`src/logic/nand_mp_pkg.sv`:
```
/*
 Package for the host-side multiplane/copy-back NAND sequencer: command codes,
 status bit positions, cycle counts and the carrier structs of the user port.
 Assumes a 200 MHz controller clock and an asynchronous NAND on the far side.
*/
package nand_mp_pkg;
   localparam logic [7:0] CMD_ERASE_SETUP = 8'h60;
   localparam logic [7:0] CMD_ERASE_CONF = 8'hd0;
   localparam logic [7:0] CMD_CB_READ0 = 8'h00;
   localparam logic [7:0] CMD_CB_READ = 8'h35;
   localparam logic [7:0] CMD_CB_PROG = 8'h85;
   localparam logic [7:0] CMD_DUMMY_CONF = 8'h11;
   localparam logic [7:0] CMD_PROG_CONF = 8'h10;
   localparam logic [7:0] CMD_STATUS = 8'h70;
   localparam logic [7:0] CMD_STATUS_ENH = 8'h78;
   localparam logic [7:0] CMD_READ = 8'h00;
   localparam logic [7:0] CMD_READ_CONF = 8'h30;
   localparam int SR_FAIL_BIT = 0;
   localparam int SR_READY_BIT = 6;
   localparam int BLK_ADDR_CYCLES = 3;
   localparam int PAGE_ADDR_CYCLES = 5;
   localparam int ENH_ADDR_CYCLES = 3;
   localparam int CLK_PERIOD_PS = 5000;
   // Strobe phase length: a minimum time, rounded up to whole cycles.
   localparam int STROBE_NS = 25;
   localparam int STROBE_CYC = (STROBE_NS * 1000 + CLK_PERIOD_PS - 1) / CLK_PERIOD_PS;
   // Wait before ready/busy is trusted after a busy-causing command.
   localparam int WB_NS = 100;
   localparam int WB_CYC = (WB_NS * 1000 + CLK_PERIOD_PS - 1) / CLK_PERIOD_PS;
   localparam logic [7:0] STROBE_CNT = 8'(STROBE_CYC);
   localparam logic [7:0] WB_CNT = 8'(WB_CYC);
   localparam logic [2:0] ZERO3 = 3'h0;
   localparam logic [7:0] ZERO8 = 8'h00;

   typedef enum logic [2:0] {
      OP_ERASE2,
      OP_CB_READ,
      OP_CB_PROG,
      OP_CB_PROG2,
      OP_STATUS,
      OP_STATUS_ENH,
      OP_READ_RESUME
   } op_e;

   typedef struct packed {
      op_e op;
      logic [23:0] row_a;
      logic [23:0] row_b;
      logic [15:0] col;
      logic [7:0] patch_len;
   } req_s;

   typedef struct packed {
      logic [7:0] ce_n;
      logic cle;
      logic ale;
      logic we_n;
      logic read_strobe_n;
   } pins_s;
endpackage
```
`src/logic/nand_mp_host.sv`:
```
/*
 Host controller for multiplane erase, copy-back and status reads on a NAND.
 Assumes the NAND pins are synchronous to mclk_i and that the user holds a
 request stable while it is pending.
*/
`timescale 1ns/1ps
// Summary of operation
// RULE1: Erase: two setup codes, three addresses, confirm.
// RULE2: Second erase block follows first without waiting.
// RULE3: First block plane bit zero, second one.
// RULE4: Block bits equal apart from plane bit.
// RULE5: Either failing erase block sets fail bit.
// RULE6: Completion seen on busy pin and status.
// RULE7: Status read allowed during dummy busy.
// RULE8: Interrupted erase blocks re-erased before use.
// RULE9: Copy-back read loads whole source page.
// RULE10: Copy-back read adds extra busy time.
// RULE11: After ready: read out or program copy.
// RULE12: Copy-back source and target share plane.
// RULE13: Copy-back pages pair by equal parity.
// RULE14: Patch data allowed before program confirm.
// RULE15: Interrupted copy program page erased first.
// RULE16: Multiplane copy needs two single reads first.
// RULE17: Status driven from later falling edge.
// RULE18: Multiplane fail bit is OR of planes.
// RULE19: Status updates while read strobe stays low.
// RULE20: Status mode holds; resume needs read code.
// RULE21: Stacked dies use enhanced status read.
// RULE22: Enhanced status names plane and die.
// RULE23: Fail bit zero pass, one fail.
// RULE24: During erase only status commands allowed.
module nand_mp_host (
   input wire logic mclk_i,
   input wire logic srst_i,
   input wire logic req_valid_i,
   input wire nand_mp_pkg::req_s req_i,
   input wire logic [7:0] patch_data_i,
   input wire logic poll_stop_i,
   output logic req_ready_o,
   output logic done_o,
   output logic fail_o,
   output logic [7:0] status_o,
   output logic status_valid_o,
   output logic patch_take_o,
   input wire logic [7:0] io_i,
   output logic [7:0] io_o,
   output logic io_oe_o,
   output logic ce_n_o,
   output logic cle_o,
   output logic ale_o,
   output logic we_n_o,
   output logic read_strobe_n_o,
   input wire logic ready_busy_n_i
);
   import nand_mp_pkg::*;

   typedef enum logic [3:0] {
      ST_IDLE, ST_CMD, ST_ADDR, ST_DATA, ST_WAIT_RB, ST_POLL, ST_NEXT
   } state_e;

   // Step list: each step is a command cycle, or a run of address or data bus cycles.
   typedef enum logic [1:0] { K_CMD, K_ADDR, K_DATA } kind_e;

   state_e st_q, st_d;
   req_s req_q, req_d;
   logic [3:0] step_q, step_d;
   logic [2:0] acnt_q, acnt_d;
   logic [7:0] pcnt_q, pcnt_d;
   logic [7:0] tcnt_q, tcnt_d;
   logic phase_q, phase_d;
   logic [7:0] io_q, io_d;
   logic oe_q, oe_d;
   logic ce_n_q, ce_n_d, cle_q, cle_d, ale_q, ale_d, we_n_q, we_n_d, re_n_q, re_n_d;
   logic rdy_q, rdy_d, done_q, done_d, fail_q, fail_d, sv_q, sv_d, take_q, take_d;
   logic [7:0] stat_q, stat_d;

   // Sequence table: the code, kind and address count of each step of an op.
   function automatic logic [7:0] step_code(input op_e op, input logic [3:0] s);
      step_code = ZERO8;
      case (op)
         OP_ERASE2: step_code = (s == 4'h0 || s == 4'h2) ? CMD_ERASE_SETUP : CMD_ERASE_CONF;
         OP_CB_READ: step_code = (s == 4'h0) ? CMD_CB_READ0 : CMD_CB_READ; // [RULE16]
         OP_CB_PROG: step_code = (s == 4'h0) ? CMD_CB_PROG : CMD_PROG_CONF;
         OP_CB_PROG2: step_code = (s == 4'h0 || s == 4'h3) ? CMD_CB_PROG :
                                  (s == 4'h2) ? CMD_DUMMY_CONF : CMD_PROG_CONF;
         OP_STATUS: step_code = CMD_STATUS;
         OP_STATUS_ENH: step_code = CMD_STATUS_ENH; // [RULE21]
         OP_READ_RESUME: step_code = CMD_READ;
         default: step_code = ZERO8;
      endcase
   endfunction

   // Kind of step s; ops with no address or data steps report K_CMD for every step.
   function automatic kind_e step_kind(input op_e op, input logic [3:0] s);
      step_kind = K_CMD;
      case (op)
         OP_ERASE2: step_kind = s[0] ? K_ADDR : K_CMD;
         OP_CB_READ, OP_STATUS_ENH: step_kind = s[0] ? K_ADDR : K_CMD;
         OP_CB_PROG: step_kind = (s == 4'h1) ? K_ADDR : (s == 4'h2) ? K_DATA : K_CMD;
         OP_CB_PROG2: step_kind = (s == 4'h1 || s == 4'h4) ? K_ADDR : K_CMD;
         default: step_kind = K_CMD;
      endcase
   endfunction

   function automatic logic [3:0] step_last(input op_e op);
      case (op)
         OP_ERASE2: step_last = 4'h4;
         OP_CB_READ: step_last = 4'h2;
         OP_CB_PROG: step_last = 4'h3;
         OP_CB_PROG2: step_last = 4'h5;
         OP_STATUS_ENH: step_last = 4'h1;
         default: step_last = 4'h0;
      endcase
   endfunction

   // Address byte of the current address step; 2nd erase/program uses row_b.
   function automatic logic [7:0] addr_byte(input req_s r, input logic [3:0] s,
                                            input logic [2:0] a);
      logic [23:0] row;
      logic [39:0] full;
      row = (s >= 4'h3) ? r.row_b : r.row_a; // [RULE3] [RULE4] [RULE12] [RULE13]
      full = {row, r.col};
      addr_byte = ZERO8;
      if (r.op == OP_ERASE2 || r.op == OP_STATUS_ENH) begin
         addr_byte = row[8*a +: 8];
      end else begin
         addr_byte = full[8*a +: 8];
      end
   endfunction

   function automatic logic [2:0] addr_count(input op_e op);
      if (op == OP_ERASE2) begin
         addr_count = 3'(BLK_ADDR_CYCLES); // [RULE1]
      end else if (op == OP_STATUS_ENH) begin
         addr_count = 3'(ENH_ADDR_CYCLES); // [RULE22]
      end else begin
         addr_count = 3'(PAGE_ADDR_CYCLES);
      end
   endfunction

   // Next-state logic for the sequencer and all pin registers.
   always_comb begin
      st_d = st_q;
      req_d = req_q;
      step_d = step_q;
      acnt_d = acnt_q;
      pcnt_d = pcnt_q;
      tcnt_d = tcnt_q;
      phase_d = phase_q;
      io_d = io_q;
      oe_d = oe_q;
      ce_n_d = ce_n_q;
      cle_d = 1'b0;
      ale_d = 1'b0;
      we_n_d = 1'b1;
      re_n_d = 1'b1;
      rdy_d = 1'b0;
      done_d = 1'b0;
      fail_d = fail_q;
      sv_d = 1'b0;
      take_d = 1'b0;
      stat_d = stat_q;
      case (st_q)
         ST_IDLE: begin
            rdy_d = 1'b1;
            ce_n_d = 1'b1;
            oe_d = 1'b0;
            if (req_valid_i && rdy_q) begin
               req_d = req_i;
               step_d = 4'h0;
               rdy_d = 1'b0;
               ce_n_d = 1'b0;
               st_d = ST_NEXT;
            end
         end
         ST_NEXT: begin
            tcnt_d = STROBE_CNT;
            phase_d = 1'b0;
            acnt_d = ZERO3;
            pcnt_d = req_q.patch_len;
            case (step_kind(req_q.op, step_q))
               K_CMD: st_d = ST_CMD;
               K_ADDR: st_d = ST_ADDR;
               default: st_d = ST_DATA;
            endcase
         end
         ST_CMD, ST_ADDR, ST_DATA: begin
            // One write strobe: low phase then high phase of STROBE_CNT + 1 cycles each.
            cle_d = (st_q == ST_CMD);
            ale_d = (st_q == ST_ADDR);
            oe_d = 1'b1;
            if (st_q == ST_CMD) begin
               io_d = step_code(req_q.op, step_q);
            end else if (st_q == ST_ADDR) begin
               io_d = addr_byte(req_q, step_q, acnt_q);
            end else begin
               io_d = patch_data_i; // [RULE14]
            end
            we_n_d = phase_q;
            tcnt_d = tcnt_q - 8'h01;
            if (st_q == ST_DATA && pcnt_q == ZERO8) begin
               // Empty patch: confirm follows directly.
               we_n_d = 1'b1;
               step_d = step_q + 4'h1;
               st_d = ST_NEXT;
            end else if (tcnt_q == ZERO8) begin
               tcnt_d = STROBE_CNT;
               phase_d = ~phase_q;
               if (phase_q) begin
                  take_d = (st_q == ST_DATA);
                  if (st_q == ST_ADDR && acnt_q + 3'h1 < addr_count(req_q.op)) begin
                     acnt_d = acnt_q + 3'h1;
                  end else if (st_q == ST_DATA && pcnt_q > 8'h01) begin
                     pcnt_d = pcnt_q - 8'h01;
                  end else if (step_q == step_last(req_q.op)) begin
                     tcnt_d = WB_CNT;
                     oe_d = 1'b0;
                     st_d = (req_q.op == OP_STATUS || req_q.op == OP_STATUS_ENH) ?
                            ST_POLL : ST_WAIT_RB;
                  end else if (req_q.op == OP_CB_PROG2 && step_q == 4'h2) begin
                     // Dummy busy between planes; the second program command follows.
                     tcnt_d = WB_CNT;
                     oe_d = 1'b0;
                     st_d = ST_WAIT_RB;
                  end else begin
                     // Second erase setup follows the first without a wait. [RULE2]
                     step_d = step_q + 4'h1;
                     st_d = ST_NEXT;
                  end
               end
            end
         end
         ST_WAIT_RB: begin
            // Busy pin marks the end of erase, copy read and program. [RULE6] [RULE10]
            // Nothing but status may be sent while the array works. [RULE24]
            oe_d = 1'b0;
            if (tcnt_q != ZERO8) begin
               tcnt_d = tcnt_q - 8'h01;
            end else if (ready_busy_n_i) begin
               if (step_q == step_last(req_q.op)) begin
                  if (req_q.op == OP_CB_READ || req_q.op == OP_READ_RESUME) begin
                     done_d = 1'b1; // [RULE9] [RULE11] [RULE20]
                     st_d = ST_IDLE;
                  end else begin
                     // Confirm status with a plain status read. [RULE5] [RULE18]
                     req_d.op = OP_STATUS;
                     step_d = 4'h0;
                     st_d = ST_NEXT;
                  end
               end else begin
                  step_d = step_q + 4'h1;
                  st_d = ST_NEXT;
               end
            end
         end
         ST_POLL: begin
            // Hold the read strobe low; the value on io tracks the status. [RULE17] [RULE19]
            oe_d = 1'b0;
            re_n_d = 1'b0;
            if (tcnt_q != ZERO8) begin
               tcnt_d = tcnt_q - 8'h01;
            end else begin
               stat_d = io_i;
               sv_d = 1'b1;
               if (io_i[SR_READY_BIT] || poll_stop_i) begin
                  fail_d = io_i[SR_FAIL_BIT]; // [RULE23]
                  done_d = 1'b1;
                  re_n_d = 1'b1;
                  st_d = ST_IDLE;
               end
            end
         end
         default: st_d = ST_IDLE;
      endcase
   end

   // Register stage for all sequencer state and pins. A reset abandons a running erase
   // or program; the user must erase those blocks again before trusting them. [RULE8] [RULE15]
   always_ff @(posedge mclk_i) begin
      if (srst_i) begin
         st_q <= ST_IDLE;
         req_q <= '0;
         step_q <= 4'h0;
         acnt_q <= ZERO3;
         pcnt_q <= ZERO8;
         tcnt_q <= ZERO8;
         phase_q <= 1'b0;
         io_q <= ZERO8;
         oe_q <= 1'b0;
         ce_n_q <= 1'b1;
         cle_q <= 1'b0;
         ale_q <= 1'b0;
         we_n_q <= 1'b1;
         re_n_q <= 1'b1;
         rdy_q <= 1'b0;
         done_q <= 1'b0;
         fail_q <= 1'b0;
         sv_q <= 1'b0;
         take_q <= 1'b0;
         stat_q <= ZERO8;
      end else begin
         st_q <= st_d;
         req_q <= req_d;
         step_q <= step_d;
         acnt_q <= acnt_d;
         pcnt_q <= pcnt_d;
         tcnt_q <= tcnt_d;
         phase_q <= phase_d;
         io_q <= io_d;
         oe_q <= oe_d;
         ce_n_q <= ce_n_d;
         cle_q <= cle_d;
         ale_q <= ale_d;
         we_n_q <= we_n_d;
         re_n_q <= re_n_d;
         rdy_q <= rdy_d;
         done_q <= done_d;
         fail_q <= fail_d;
         sv_q <= sv_d;
         take_q <= take_d;
         stat_q <= stat_d;
      end
   end

   // Outputs come straight from the registers above.
   assign req_ready_o = rdy_q;
   assign done_o = done_q;
   assign fail_o = fail_q;
   assign status_o = stat_q;
   assign status_valid_o = sv_q;
   assign patch_take_o = take_q;
   assign io_o = io_q;
   assign io_oe_o = oe_q;
   assign ce_n_o = ce_n_q;
   assign cle_o = cle_q;
   assign ale_o = ale_q;
   assign we_n_o = we_n_q;
   assign read_strobe_n_o = re_n_q;
endmodule

```
`config.mk`:
```
export PLATFORM = sky130hd
export DESIGN_NAME = nand_mp_host
export DESIGN_NICKNAME = d
export VERILOG_FILES = /design/src/logic/nand_mp_pkg.sv /design/src/logic/nand_mp_host.sv
export SDC_FILE = /design/constraint.sdc
export NUM_CORES = 1
export LEC_CHECK = 0
export BUFFER_PORTS_ARGS = -buffer_cell sky130_fd_sc_hd__buf_2
export CORE_MARGIN = 4
export CORE_UTILIZATION = 35
export DETAILED_ROUTE_END_ITERATION = 7
export PLACE_DENSITY = 0.54
export REMOVE_ABC_BUFFERS = 1
export SLEW_MARGIN = 30
export SYNTH_ARGS = -nofsm -noshare
export SYNTH_HDL_FRONTEND = slang
export SYNTH_SLANG_ARGS = --single-unit
export TNS_END_PERCENT = 100
```
`constraint.sdc`:
```
create_clock -name mclk_i -period 2.35 [get_ports mclk_i]
set_clock_uncertainty 0.05 [all_clocks]
set_input_delay 0.235 -clock mclk_i [delete_from_list [all_inputs] [get_ports mclk_i]]
set_output_delay 0.235 -clock mclk_i [all_outputs]
set_load 0.01 [all_outputs]
```
* Word-level counts from Yosys, hierarchy flattened
Cells that the tools add are included.
** Operators by class
- Eq/ne operators :: 40
- Shift-type cells :: 2
- $lt $le $gt $ge :: 3
- Bitwise gates (word level) :: 6
- Reduce and logical (&&, ||, !) cells :: 43
- Add/subtract/negate cells :: 4
- Mux-type cells :: 108
** Operators with widths (number)
- 4-bit 2-to-1 mux :: 32
- 8-bit 2-to-1 mux :: 14
- 75-bit 2-to-1 mux :: 1
- 8-bit one-hot mux with 6 select lines :: 1
- 3-bit 2-to-1 mux :: 15
- 40-bit by 7-bit variable part select with 8-bit output :: 1
- 2-bit != test (second input constant) :: 13
- 5-bit 2-to-1 mux :: 5
- 24-bit 2-to-1 mux :: 1
- 8-bit one-hot mux with 3 select lines :: 1
- 24-bit by 7-bit variable part select with 8-bit output :: 1
- 1-bit 2-to-1 mux :: 21
- 3-bit != test (second input constant) :: 7
- 4-bit one-hot mux with 5 select lines :: 1
- 4-bit by 2-bit equality test with 1-bit output (second input constant) :: 4
- 4-bit by 3-bit equality test with 1-bit output (second input constant) :: 4
- 8-bit zero test :: 2
- 8-bit one-hot mux with 2 select lines :: 1
- 8-bit by 1-bit subtractor with 8-bit output (second input constant) :: 2
- 3-bit one-hot mux with 5 select lines :: 1
- 3-bit one-hot mux with 2 select lines :: 2
- 4-bit one-hot mux with 3 select lines :: 1
- 6-bit AND reduction :: 2
- 3-bit OR reduction :: 4
- other kinds (33) :: 69
** Word-level totals
- Input bits :: 96
- Register bits after elaboration :: 130
- Output and inout port bits :: 27
- Word-level logic and storage cells :: 230

* Logic depth before layout (Yosys ltp)
- Depth in word-level cells :: 22
- Mapped depth :: 13
- Depth with buffers taken out :: 11

* Worst setup path after synthesis
OpenSTA, ideal clock, no wires.
- Kind :: register to register
- Start point :: reg req_q[72] (netlist bit)
- End point :: reg step_q[2]
- Stages on the path, launching flop included :: 13
- Data required time :: 2.208 ns
- Arrival :: 2.386 ns
- Setup time :: 0.092 ns
- Slack :: -0.178 ns
- Path buffers :: 1
- Period minus slack after synthesis :: 2.528 ns
- Cells stage by stage :: dfxtp_1 > buf_4 > xor2_1 > nor2_4 > inv_1 > ha_1 > nor2b_1 > o21ai_0 > a211o_1 > a211oi_2 > o21ai_2 > or3b_1 > o32ai_1
** On the way
- Word-level cells in the longest chain between the ends :: 11
- Elaborated cells between the ends (all ways) :: 37
- Classes of those cells :: order compare: 1; eq/ne: 11; mux: 20; reduce/logical: 5
** RTL lines
- start: declaration :: line nand_mp_host.sv:65 : req_s req_q, req_d;
- start signal: assignment :: line nand_mp_host.sv:303 : req_q <= req_d;
- 3-bit equality test (tied with other cells) :: line nand_mp_host.sv:106, nand_mp_host.sv:134
- 3-bit one-hot mux with 5 select lines / 3-bit 2-to-1 mux (equally long branches) :: line nand_mp_host.sv:106, nand_mp_host.sv:134
- 4-bit 2-to-1 mux / 3-bit 2-to-1 mux (equally long branches) :: line nand_mp_host.sv:213, nand_mp_host.sv:132
- 4-bit 2-to-1 mux / 3-bit 2-to-1 mux (equally long branches) :: line nand_mp_host.sv:211, nand_mp_host.sv:209
- 4-bit 2-to-1 mux / 3-bit 2-to-1 mux (equally long branches) :: line nand_mp_host.sv:209, nand_mp_host.sv:206
- 4-bit 2-to-1 mux / 3-bit 2-to-1 mux (equally long branches) :: line nand_mp_host.sv:206, nand_mp_host.sv:201
- 4-bit 2-to-1 mux / 3-bit 2-to-1 mux (equally long branches) :: line nand_mp_host.sv:201, nand_mp_host.sv:163
- 4-bit 2-to-1 mux / 3-bit less-than comparator (equally long branches) :: line nand_mp_host.sv:163, nand_mp_host.sv:211
- 4-bit equality test / 1-bit logical AND (equally long branches) :: line nand_mp_host.sv:215, nand_mp_host.sv:211
- 3-bit != test (no line)
- 11-bit AND reduction (no line)
- end signal: assignment :: line nand_mp_host.sv:304 : step_q <= step_d;
- end: declaration :: line nand_mp_host.sv:66 : logic [3:0] step_q, step_d;
Several ways; a longest one is shown, not always the timed one. The select of a mux whose other input is x is not followed.
A chain may end at the register's enable or synchronous reset.

* Final worst setup path
- Start point :: reg req_q[72] (netlist bit)
- End point :: reg step_q[0]
Same word-level chain as after synthesis.

==> run metrics <==
outcome finished clean; Critical Path End Type register; detailed-route via count 6366; Worst Path Arrival 2.63 ns; worst reg2reg path depth 11; initial antenna violation count 0; final instance area 0.00876 mm2; initial core utilization 0.356; total grt overflow 0; Synth cell types 74; Port Buf Inserts 122; Clk Latency, worst-skew pair 0.42 ns; CP Capture Point step_q[0]; fmax 0.428 GHz; Post-synth EDFFs 0; setup TNS 0 ns; CP top delay family compound AO/OA/AOI/OAI gates; syn avg cell area 7.80 um2; Post-Route Utilization 0.486; Final WS setup 0.0127 ns; Startpoint Class register; reg-to-reg endpoint step_q[0]; WP data required 2.65 ns; worst vdd ir 0.783 mV; first-pass GRT wire length 31.1 mm; post-synthesis simple-gate area fraction 0.240; Ys Warns 0; PwrDens 1030 mW/mm2; largest net degree at the start of global routing 56; # setup viols final 0; Leakage 3.73 nW; most used cell, CP o21ai_2; GPL Wtd Cong 0.866; Sink Count 129; area share of the largest cell type after synthesis 0.403; CP Buf/Inv Count 1; # IOs 123; layout net count 1129; critical path depth in cells 11; Tmin final 2.34 ns; vias per inst 5.04; final period utilization 0.995; logic gate share of total power 0.391; RSZ-0062 raised after global routing true; area of the die 0.0206 mm2; most used flip-flop cell after synthesis dfxtp_1; chip height 143 um; critical path cell sequence xor2_2 > nor2_4 > inv_1 > ha_1 > nor2b_4 > o21ai_2 > a211o_1 > a211oi_2 > o21ai_2 > or3b_1 > o21ai_1; post-synthesis compound-gate area fraction 0.213; Slowest cell on crit path or3b_1; post-synthesis mux area share 0.0671; Placed Area 0.00762 mm2; XOR/XNOR Fraction of Synth Area 0.00956; Sw Ratio 0.364; commonest non-fill, non-tap cell in the layout nand2_1; Slew headroom 0.619; total CTS buffers 17; CTS tree done; Die Width 143 um; Adder-Cell Fraction of Synth Area 0.0215; most frequent cells in the layout nand2_1 (196), dfxtp_1 (127), buf_2 (121), a21oi_1 (116), buf_4 (71); area of the multi-input gates 0.00360 mm2; min-delay worst type in -> reg; CP Launch Point req_q[72]; main combinational cell family by area after synthesis simple AND/OR/NAND/NOR gates; Flop pwr share 0.305; Antenna Nets Post-Route 0; largest stage delay on the critical path 0.38 ns; Seq. cell area 0.00258 mm2; Syn Inst Count 822; filler instances 1821; Int Pwr 5.73 mW; drt wl/cell 15.2 um; Synth Cell Area 0.00641 mm2; Crit Path Class reg -> reg; DRC 0; synth top area cells dfxtp_1 (40%), nand2_1 (12%), a21oi_1 (9.1%), mux2i_1 (6.7%), nor2_1 (3.6%); layout cells sized above 1 0.254; H-tree levels 4; P_sw 3.28 mW; r2r setup slk 0.01 ns; top cell type by total area after synthesis dfxtp_1; Slew Limit Fails 0; Worst R2R Start req_q[72]; final hold vios 0; Worst Max-Slew Pin Slew 0.572 ns; drt first-iter violations 434; gr usage total 0.188; sequential area share after synthesis 0.403; Synth Register Bits 129; vias in the first global route 6169; antenna cells 0; Clock Pin Slew Worst Setup and Hold Paths 0.06 ns; Area growth syn-to-layout 36.6%; pre-CTS WS -0.0590 ns; Crit Path Max Fanout 3; DP HPWL 13.7 mm; Max-cap violations 0; drt pass-1 iters 5; CTS root buffer clkbuf_16; row count 49; Async SR Flop Fraction 0; core footprint 0.0180 mm2; clk buf depth 2; Routed WL 19.2 mm; Clk network pwr share 0.304
[registers in the layout, indices dropped and copies added, names as in the netlist, 3 cells and up]
register / cells
status_o: 8
tcnt_q: 8
st_q: 3
acnt_q: 3
pcnt_q: 8
req_q: 75
io_o: 8
step_q: 4
[worst min-delay path by stage]
| stage | startpoint | to | slack (ns) | depth (start not counted) |
|---|---|---|---|---|
| after floorplan | srst_i | acnt_q[2] | 0.25 | 1 |
| after global placement | req_q[67] | req_q[67] | 0.39 | 2 |
| after detailed placement | req_q[56] | req_q[56] | 0.40 | 2 |
| after CTS | req_i[14] | req_q[14] | 0.0003 | 3 |
| after global routing | req_i[58] | req_q[58] | 0.004 | 3 |
| final | req_i[58] | req_q[58] | 0.01 | 3 |
[cell families (layout without fill, tap and decap cells)]
group | Yosys count | in the layout
fa+ha+maj | 11 | 11
compound gates | 219 | 219
mux | 43 | 43
flops | 129 | 129
buf+inv | 71 | 284
simple gates | 342 | 342
xor+xnor | 7 | 7
[power by group through the flow]
stage / registers, mW / clock network (mW) / logic [mW]
floorplan: 2.85 / 0 / 1.88
global placement: 2.79 / 0 / 3.29
detailed placement: 2.79 / 0 / 3.30
CTS: 2.75 / 2.80 / 3.46
global route: 2.79 / 2.89 / 3.91
finish: 2.75 / 2.73 / 3.52
[worst register-to-register path: cells and delay by family (launching register included)]
kind	cells	cell delay, ns
AOI/OAI and AO/OA	5	0.78
xor gates and xnor gates	1	0.19
adders and majority gates	1	0.26
DFF	1	0.33
and+or+nand+nor	3	0.61
buffers and inverters	1	0.05
[what timing repair did]
item                                    CTS  global route
hold endpoints to repair                 43             1
endpoints found under the setup margin    4            20
hold buffers                             43             1
resized for setup                         7             7
pin swaps                                 2             2
buffers inserted                          3             2
[final cells by class]
type / instances / area share
Inverter: 13 / 0.00557
Clock buffer: 18 / 0.0490
Timing Repair Buffer: 239 / 0.187
Clock inverter: 14 / 0.0201
Tap cell: 229 / 0.0327
Sequential cell: 129 / 0.295
Multi-Input combinational cell: 622 / 0.411
[metrics by stage]
| step | hold WS [ns] | total power, mW | instances |
|---|---|---|---|
| global route | 0.00415 | 9.59 | 1264 |
| global placement | 0.393 | 6.08 | 1183 |
| detailed placement | 0.396 | 6.09 | 1183 |
| floorplan | 0.254 | 4.73 | 764 |
| finish | 0.00951 | 9.00 | 1264 |
| CTS | 0.000336 | 9.00 | 1261 |
[per-layer routing]
| layer | routed length, um | up-vias | global-route usage |
|---|---|---|---|
| met2 | 9150 | 163 | 0.316 |
| met4 | 203 | 0 | 0.0461 |
| li1 | - | 3259 | - |
| met5 | 0 | - | 0 |
| met3 | 959 | 15 | 0.0406 |
| met1 | 8900 | 2929 | 0.247 |
[synthesized netlist by cell type, drive strengths merged, types with 10 or more instances]
cell type	count
a21oi	117
a31oi	10
buf	16
clkbuf	42
dfxtp	129
ha	11
inv	13
mux2i	43
nand2	198
nand3	14
nor2	63
nor3	17
o21ai	33
Note: power is estimated with default switching activity, not from simulation.
